<file path="config.mk">
export PLATFORM = sky130hd
export DESIGN_NAME = led_effect_timing_config
export DESIGN_NICKNAME = d
export VERILOG_FILES = /design/src/common/led_effect_pkg.sv /design/src/hdl/led_effect_timing_config.sv
export SDC_FILE = /design/constraint.sdc
export NUM_CORES = 1
export LEC_CHECK = 0
export BUFFER_PORTS_ARGS = -buffer_cell sky130_fd_sc_hd__clkbuf_2
export CORE_AREA = 2 2 266 268
export CTS_CLUSTER_DIAMETER = 120
export DETAILED_ROUTE_END_ITERATION = 6
export DIE_AREA = 0 0 268 270
export MAX_ROUTING_LAYER = met4
export PLACE_DENSITY = 0.52
export SYNTH_ARGS = -nofsm -noshare
export SYNTH_HDL_FRONTEND = slang
export SYNTH_SLANG_ARGS = --single-unit
</file>
<file path="constraint.sdc">
create_clock -name mclk -period 2.31 [get_ports mclk]
set_input_delay 0.1155 -clock mclk [delete_from_list [all_inputs] [get_ports mclk]]
set_output_delay 0.1155 -clock mclk [all_outputs]
set_load 0.1 [all_outputs]
</file>
<file path="src/common/led_effect_pkg.sv">
/*
 * shared constants and carrier types for the led effect timing registers.
 * assumes one system clock and a byte-wide register access port.
 */
package led_effect_pkg;

	// ------------------------------------------------------------
	// register offsets
	// ------------------------------------------------------------
	localparam logic [7:0] TOUCH_EFFECT_GROUP0_OFS = 8'h07;
	localparam logic [7:0] TOUCH_EFFECT_GROUP1_OFS = 8'h09;
	localparam logic [7:0] TOUCH_EFFECT_GROUP2_OFS = 8'h0b;
	localparam logic [7:0] TOUCH_EFFECT_GROUP3_OFS = 8'h0d;
	localparam logic [7:0] POWER_ON_EFFECT_GROUP0_OFS = 8'h12;
	localparam logic [7:0] POWER_ON_EFFECT_GROUP1_OFS = 8'h14;
	localparam logic [7:0] POWER_ON_EFFECT_GROUP2_OFS = 8'h16;
	localparam logic [7:0] POWER_ON_EFFECT_GROUP3_OFS = 8'h18;

	// ------------------------------------------------------------
	// field positions and reset values
	// ------------------------------------------------------------
	localparam int RISE_LSB       = 6;
	localparam int HIGH_BRIGHT_LSB = 3;
	localparam int REPEAT_LSB     = 0;
	localparam int HIGH_HOLD_BIT  = 1;
	localparam int LOW_DWELL_BIT  = 0;
	localparam logic [7:0] CFG_RESET = 8'h00;

	// ------------------------------------------------------------
	// counts
	// ------------------------------------------------------------
	localparam int NUM_GROUPS   = 4;
	localparam int NUM_CHANNELS = 10;
	localparam int TIME_W       = 16;

	typedef struct packed {
		logic [TIME_W-1:0] rise_time;
		logic [TIME_W-1:0] high_hold_time;
		logic [TIME_W-1:0] low_dwell_time;
		logic [6:0]        high_percent;
		logic [2:0]        repeat_count;
	} chan_effect_t;

	typedef struct packed {
		logic [TIME_W-1:0] one;
		logic [TIME_W-1:0] two;
		logic [TIME_W-1:0] three;
		logic [TIME_W-1:0] four;
	} fade_set_t;

	function automatic logic [6:0] high_percent_of(input logic [2:0] code);
		case (code)
			3'h0: high_percent_of = 7'h64;
			3'h1: high_percent_of = 7'h5a;
			3'h2: high_percent_of = 7'h50;
			3'h3: high_percent_of = 7'h41;
			3'h4: high_percent_of = 7'h32;
			3'h5: high_percent_of = 7'h28;
			3'h6: high_percent_of = 7'h14;
			default: high_percent_of = 7'h00;
		endcase
	endfunction

	function automatic logic [2:0] repeat_of(input logic [2:0] code);
		case (code)
			3'h0: repeat_of = 3'h0;
			3'h1: repeat_of = 3'h1;
			3'h2: repeat_of = 3'h2;
			3'h3: repeat_of = 3'h4;
			default: repeat_of = 3'h6;
		endcase
	endfunction

	function automatic logic [1:0] group_of(input int ch);
		if (ch == 0) begin
			group_of = 2'h0;
		end else if (ch <= 3) begin
			group_of = 2'h1;
		end else if (ch <= 6) begin
			group_of = 2'h2;
		end else begin
			group_of = 2'h3;
		end
	endfunction

endpackage

</file>
<file path="src/hdl/led_effect_timing_config.sv">
/*
 * led effect timing configuration registers and per-channel effect selection.
 * assumes the serial front end presents byte accesses on the register port
 * and that the four fade intervals come from global logic on mclk.
 */
// Function
// - high hold select picks fade interval one when 0, two when 1.
// - low dwell select at bit 0 picks fade interval one or two.
// - two-bit rise field maps codes 0..3 to fade intervals one..four.
// - high brightness code gives target intensity, 100 percent falling with code.
// - power-on register fields: rise 7:6, brightness 5:3, repeat 2:0, all read/write.
// - power-on registers 12h,14h,16h,18h govern channel groups 0, 1-3, 4-6, 7-9.
// - repeat field codes 0..4 give 0,1,2,4,6 repeats.
`timescale 1ns/10ps
module led_effect_timing_config
	import led_effect_pkg::*;
#(
	parameter int CHANNELS = NUM_CHANNELS
) (
	input  wire logic                    mclk,
	input  wire logic                    rstn,
	input  wire logic                    ce,
	input  wire logic [7:0]              reg_addr,
	input  wire logic                    reg_wr,
	input  wire logic [7:0]              reg_wdata,
	input  wire logic                    reg_rd,
	output logic      [7:0]              reg_rdata_q,
	input  wire fade_set_t               fade_set,
	output chan_effect_t [CHANNELS-1:0]  effect_q
);

	// grouping of channels is wired for ten outputs only
	if (CHANNELS != NUM_CHANNELS) begin : gen_bad_channels
		$error("channel grouping is fixed at ten channels");
	end

	// ------------------------------------------------------------
	// register file
	// ------------------------------------------------------------
	logic [7:0] pwr_q   [NUM_GROUPS];
	logic [7:0] touch_q [NUM_GROUPS];
	logic [NUM_GROUPS-1:0] pwr_hit;
	logic [NUM_GROUPS-1:0] touch_hit;
	logic [7:0] rd_mux;

	// power-on group registers sit at even offsets 12h..18h
	assign pwr_hit[0] = (reg_addr == POWER_ON_EFFECT_GROUP0_OFS);
	assign pwr_hit[1] = (reg_addr == POWER_ON_EFFECT_GROUP1_OFS);
	assign pwr_hit[2] = (reg_addr == POWER_ON_EFFECT_GROUP2_OFS);
	assign pwr_hit[3] = (reg_addr == POWER_ON_EFFECT_GROUP3_OFS);
	assign touch_hit[0] = (reg_addr == TOUCH_EFFECT_GROUP0_OFS);
	assign touch_hit[1] = (reg_addr == TOUCH_EFFECT_GROUP1_OFS);
	assign touch_hit[2] = (reg_addr == TOUCH_EFFECT_GROUP2_OFS);
	assign touch_hit[3] = (reg_addr == TOUCH_EFFECT_GROUP3_OFS);

	// unmapped offsets read as zero and ignore writes
	assign rd_mux = pwr_hit[0] ? pwr_q[0] : pwr_hit[1] ? pwr_q[1] :
			pwr_hit[2] ? pwr_q[2] : pwr_hit[3] ? pwr_q[3] :
			touch_hit[0] ? touch_q[0] : touch_hit[1] ? touch_q[1] :
			touch_hit[2] ? touch_q[2] : touch_hit[3] ? touch_q[3] : 8'h00;

	genvar g;
	generate
		for (g = 0; g < NUM_GROUPS; g++) begin : gen_grp
			always_ff @(posedge mclk) begin
				if (!rstn) begin
					pwr_q[g]   <= CFG_RESET;
					touch_q[g] <= CFG_RESET;
				end else if (ce && reg_wr) begin
					if (pwr_hit[g]) begin
						pwr_q[g] <= reg_wdata;
					end
					if (touch_hit[g]) begin
						touch_q[g] <= reg_wdata;
					end
				end
			end
		end
	endgenerate

	always_ff @(posedge mclk) begin
		if (!rstn) begin
			reg_rdata_q <= 8'h00;
		end else if (ce && reg_rd) begin
			reg_rdata_q <= rd_mux;
		end
	end

	// ------------------------------------------------------------
	// per-channel effect selection
	// ------------------------------------------------------------
	// a registered stage keeps outputs glitch free; changes land one cycle later
	genvar c;
	generate
		for (c = 0; c < CHANNELS; c++) begin : gen_ch
			localparam logic [1:0] GRP = group_of(c);
			wire logic [1:0] rise_sel = pwr_q[GRP][RISE_LSB +: 2];
			wire logic [2:0] bright   = pwr_q[GRP][HIGH_BRIGHT_LSB +: 3];
			wire logic [2:0] rep      = pwr_q[GRP][REPEAT_LSB +: 3];
			wire logic       hh_sel   = touch_q[GRP][HIGH_HOLD_BIT];
			wire logic       ld_sel   = touch_q[GRP][LOW_DWELL_BIT];
			chan_effect_t    eff_d;

			// only selection happens here; durations are global
			assign eff_d.rise_time = (rise_sel == 2'h0) ? fade_set.one :
						 (rise_sel == 2'h1) ? fade_set.two :
						 (rise_sel == 2'h2) ? fade_set.three :
						 fade_set.four;
			assign eff_d.high_hold_time = hh_sel ? fade_set.two : fade_set.one;
			assign eff_d.low_dwell_time = ld_sel ? fade_set.two : fade_set.one;
			assign eff_d.high_percent   = high_percent_of(bright);
			assign eff_d.repeat_count   = repeat_of(rep);

			always_ff @(posedge mclk) begin
				if (!rstn) begin
					effect_q[c] <= '0;
				end else if (ce) begin
					effect_q[c] <= eff_d;
				end
			end
		end
	endgenerate
endmodule

</file>
Word-level counts from Yosys, hierarchy flattened:

Memories as Yosys holds them, arrays and structs flattened.
Cells that the tools add are included.

* register bits after elaboration: 240
* bits in writable memories: 64
* output and inout bits: 588
* logic and storage cells: 174
* memories: 2

Memories
* pwr_q: words 4, bits a word 8, rd ports 4, clocked after memory_dff 0, wr ports 4, RTL line led_effect_timing_config.sv:40 `logic [7:0] pwr_q [NUM_GROUPS];`
* touch_q: words 4, bits a word 8, rd ports 4, clocked after memory_dff 0, wr ports 4, RTL line led_effect_timing_config.sv:41 `logic [7:0] touch_q [NUM_GROUPS];`

* eq/ne operators: 52
* mux-type cells: 77
* bitwise operators: 8
* reduce and logical (&&, ||, !) cells: 14

Operators with widths (number)
* $mux W16: 20
* $pmux W7 S7: 4
* $mux W8: 16
* $eq A3 B2 Y1 const B: 16
* $pmux W3 S4: 4
* $eq A3 B3 Y1 const B: 12
* $mux W1: 33
* $eq A8 B5 Y1 const B: 4
* $eq A3 B1 Y1 const B: 8
* $eq A8 B4 Y1 const B: 3
* $logic_not A3 Y1: 8
* $eq A2 B1 Y1 const B: 4
* $eq A2 B2 Y1 const B: 4
* $eq A8 B3 Y1 const B: 1
* $logic_not A2 Y1: 4
* $or A1 B1 Y1: 8
* $logic_and A1 B1 Y1: 2

Logic depth before layout (Yosys ltp):

* depth in word-level cells: 9
* gate-level depth with buffers: 7
* depth with buffers taken out: 5

Least setup slack after synthesis:

OpenSTA, ideal clock, no wires.

* path kind: input -> register
* from: input port reg_addr[7]
* to: memory touch_q[1][2], in the netlist touch_q[0][10] (enable)
* arrival time: 1893 ps
* required time: 1912 ps
* slack: 19 ps
* stages: 5
* cell sequence: nor3_1 and2_1 buf_2 nand2_1 o41ai_1

RTL lines
* start, declared: RTL line led_effect_timing_config.sv:23 `input wire logic [7:0] reg_addr,`
* end, declared: RTL line led_effect_timing_config.sv:41

Final worst setup path:

* from: register effect_q[391] in the netlist's numbering
* to: output port effect_q[391] in the netlist's numbering

RTL lines
* start, declared: RTL line led_effect_timing_config.sv:29 `output chan_effect_t [CHANNELS-1:0] effect_q`
* start signal, assigned by index: RTL line led_effect_timing_config.sv:116 `effect_q[c] <= '0;`
* start signal, assigned by index: RTL line led_effect_timing_config.sv:118 `effect_q[c] <= eff_d;`

No word-level cell between the ends.

==> results.ini <==
[place]
portBuffers = 672
dp_cells = 2908
hpwl_um = 48100
place_area_um2 = 18900
gp_congestion = 0.930

[grt]
antenna_found_initial = 7
grt_pass1_wl_um = 92200
grt_max_degree = 196
grt_pass1_vias = 13000
grt.total_usage_pct = 18.0
grt_overflow = 0

[synthesis]
avgSynthCellArea_um2 = 9.79
synth_most_common_cell = buf_4
syn_area_um2 = 17100
async_flop_share_pct = 0
ys_ff_latch = 304
yosys.area_share.adder_pct = 0
synthTopCellsByCount = buf_4, dfxtp_1, nor2_1, mux2i_1, a211oi_1
syn-num-nets = 1833
synth_top_area_share_pct = 28.1
yosys_warnings = 0
ys_types = 46
synthMuxAreaShare_pct = 20.0
ys_top_cells_by_area = dfxtp_1, buf_4, mux2i_1
synth-seq-area-share_pct = 39.3
yosys.area_share.simple_pct = 10.8
synth-compound-area-share_pct = 10.4
synth_top_family_by_area = multiplexers
synth_top_cell_by_area = dfxtp_1
synth_edf_count = 64
ys.flop_type = dfxtp_1
synthCells = 1748
synthXorXnorAreaFrac_pct = 0.614

[critical_path]
crit_arrival_ns = 1.73
required_ns = 2.19
critPathMaxFanout = 4
worst-setup-path-type = register to output port
ff2ff_path_depth = 4
worst_setup_path_end_kind = output port
crit_family = flip-flops
startpoint_type = register
crit_buf_inv = 1
crit_slowest_cell = dfxtp_1
cp.depth = 1
worstPathCellList = clkbuf_2
cpPeakStageDelay_ns = 0.61

[outcome]
status = complete, no violations

[cts]
clock-sinks = 304
clk_path_buf_depth = 3
root_buffer = clkbuf_16
cts_tree = built
clk_pin_slew_ns = 0.06
cts-buffers-inserted = 38
htree_num_levels = 2
cts_resized = 0
clk_latency_ns = 0.56

[timing]
setup_violations = 0
worst_slew_pin_slew_ns = 0.947
fmax_mhz = 542
slew-limit-headroom_pct = 36.9
fin_crit_ns = 1.85
fin_skew_ns = 0.0213
finalHoldViolations = 0
tns_ns = 0
rsz0062_at_grt = no
hold_slack_ns = 0.0540
min_period_over_period_pct = 79.9
slew_violations = 0

[drt]
via_per_inst = 4.64
wl_met1_um = 26900
highest_layer = met4
via_count = 13800
met2_length_um = 32200
initialDrtViolationCount = 1033
drc_errors = 0
avgRoutedWirePerCell_um = 22.2
dr.pass1.iters = 5
drt_wl_total_um = 66300
final_antenna_net_count = 0
met3WireLength_um = 4740

[min_path]
holdPathStages = 4
hp-class = input port to register

[floorplan]
io_pins = 673
die_x_um = 268
rows = 97
coreArea_um2 = 69500
initial_core_util_pct = 24.6
die_h_um = 270
die_area_um2 = 72400

[cells_and_area]
seq_area_um2 = 6730
final_cell_area_um2 = 20200
final_nets = 2095
fin_cells = 2985
syn_to_final_growth_pct = 17.8
drive_gt1_share_pct = 41.7
multi_input_area_um2 = 7140
nFillCells = 7333

[pwr]
p_leak_uw = 0.00925
power_uw = 20000
ir_drop_mv = 0.654
p_per_area_nw_per_um2 = 990

[job]
drv_cap = 0

-- where the power goes --
group | switching, µW | leakage, µW | internal [µW]
clock | 2500 | 0.000622 | 3710
combinational | 6490 | 0.00603 | 1090
sequential | 405 | 0.00259 | 5770
total | 9390 | 0.00925 | 10600
-- sequential cells by signal, indices dropped and copies added, names as in the netlist --
signal / flops
effect_q: 232
pwr_q: 32
reg_rdata_q: 8
touch_q: 32
-- worst reg2reg max path: cells and delay by family (launching register included) --
| kind | cells | cell delay [ns] |
|---|---|---|
| flops | 1 | 0.38 |
| mux | 2 | 0.76 |
| buf+inv | 1 | 0.36 |
| simple gates | 1 | 0.06 |
-- repair_timing --
item | 4_1_cts | 5_1_grt
setup buffers | 0 | 0
hold buffers | 2 | 0
hold endpoints to repair | 10 | 0
-- routing by layer --
metal  GRT usage, %  vias up
met1           21.2     6746
met2           29.9      669
met4           6.66        0
met3           3.77      118
met5              -        -
li1               -     6315
-- final timing paths --
check | to | start | slack, ns
min | effect_q[56]$_SDFFE_PN0P_ | fade_set[30] | 0.05
max | effect_q[391] | effect_q[391]$_SDFFE_PN0P_ | 0.46
max reg2reg | effect_q[456]$_SDFFE_PN0P_ | pwr_q[3][6]$_SDFFCE_PN0P_ | 0.63
min reg2reg | effect_q[3]$_SDFFE_PN0P_ | effect_q[3]$_SDFFE_PN0P_ | 0.46
-- metrics by stage --
stage	util (%)	worst slack [ns]
after global routing	29.0	0.328
after floorplan	-	0.0189
after global placement	27.1	0.476
after CTS	29.0	0.346
after detailed placement	27.1	0.422
final	29.0	0.464
-- cell type report --
type | instances | share of cell area, %
well taps | 940 | 5.83
inverters | 9 | 0.205
diodes | 7 | 0.0869
clock buffers | 49 | 5.08
repair buffers | 718 | 18.8
clock inverters | 19 | 1.24
multi-input cells | 939 | 35.4
flip-flops and latches | 304 | 33.4
-- layout by cell type (no fill, tap or decap), types with 4 or more instances in the layout --
master,Yosys,layout
clkinv_2,0,6
nand3_1,12,12
nor2b_1,8,8
edfxtp_1,64,64
mux4_2,64,64
bufinv_16,0,5
xor2_1,8,8
mux2i_1,197,197
inv_1,8,8
nand2b_1,7,7
clkbuf_1,116,7
nor4_1,4,4
buf_12,0,5
a2bb2oi_1,10,10
a211oi_1,133,133
o21ai_0,41,41
xnor2_1,4,4
nand3b_1,4,4
o311a_1,6,6
nand2_1,29,29
a21oi_1,60,60
buf_4,349,39
clkbuf_16,0,38
clkbuf_2,0,672
and2_1,73,73
dfxtp_1,240,240
nor3_1,13,13
nor2_1,240,240
diode_2,0,7
-- logic make-up (layout without fill, tap and decap cells) --
| kind of cell | count (synthesis) | after routing |
|---|---|---|
| compound gates | 263 | 263 |
| xor+xnor | 12 | 12 |
| buf+inv | 505 | 795 |
| flops | 304 | 304 |
| mux | 261 | 261 |
| other cells | 0 | 7 |
| simple gates | 403 | 403 |
Power figures use the tool's default switching activity.
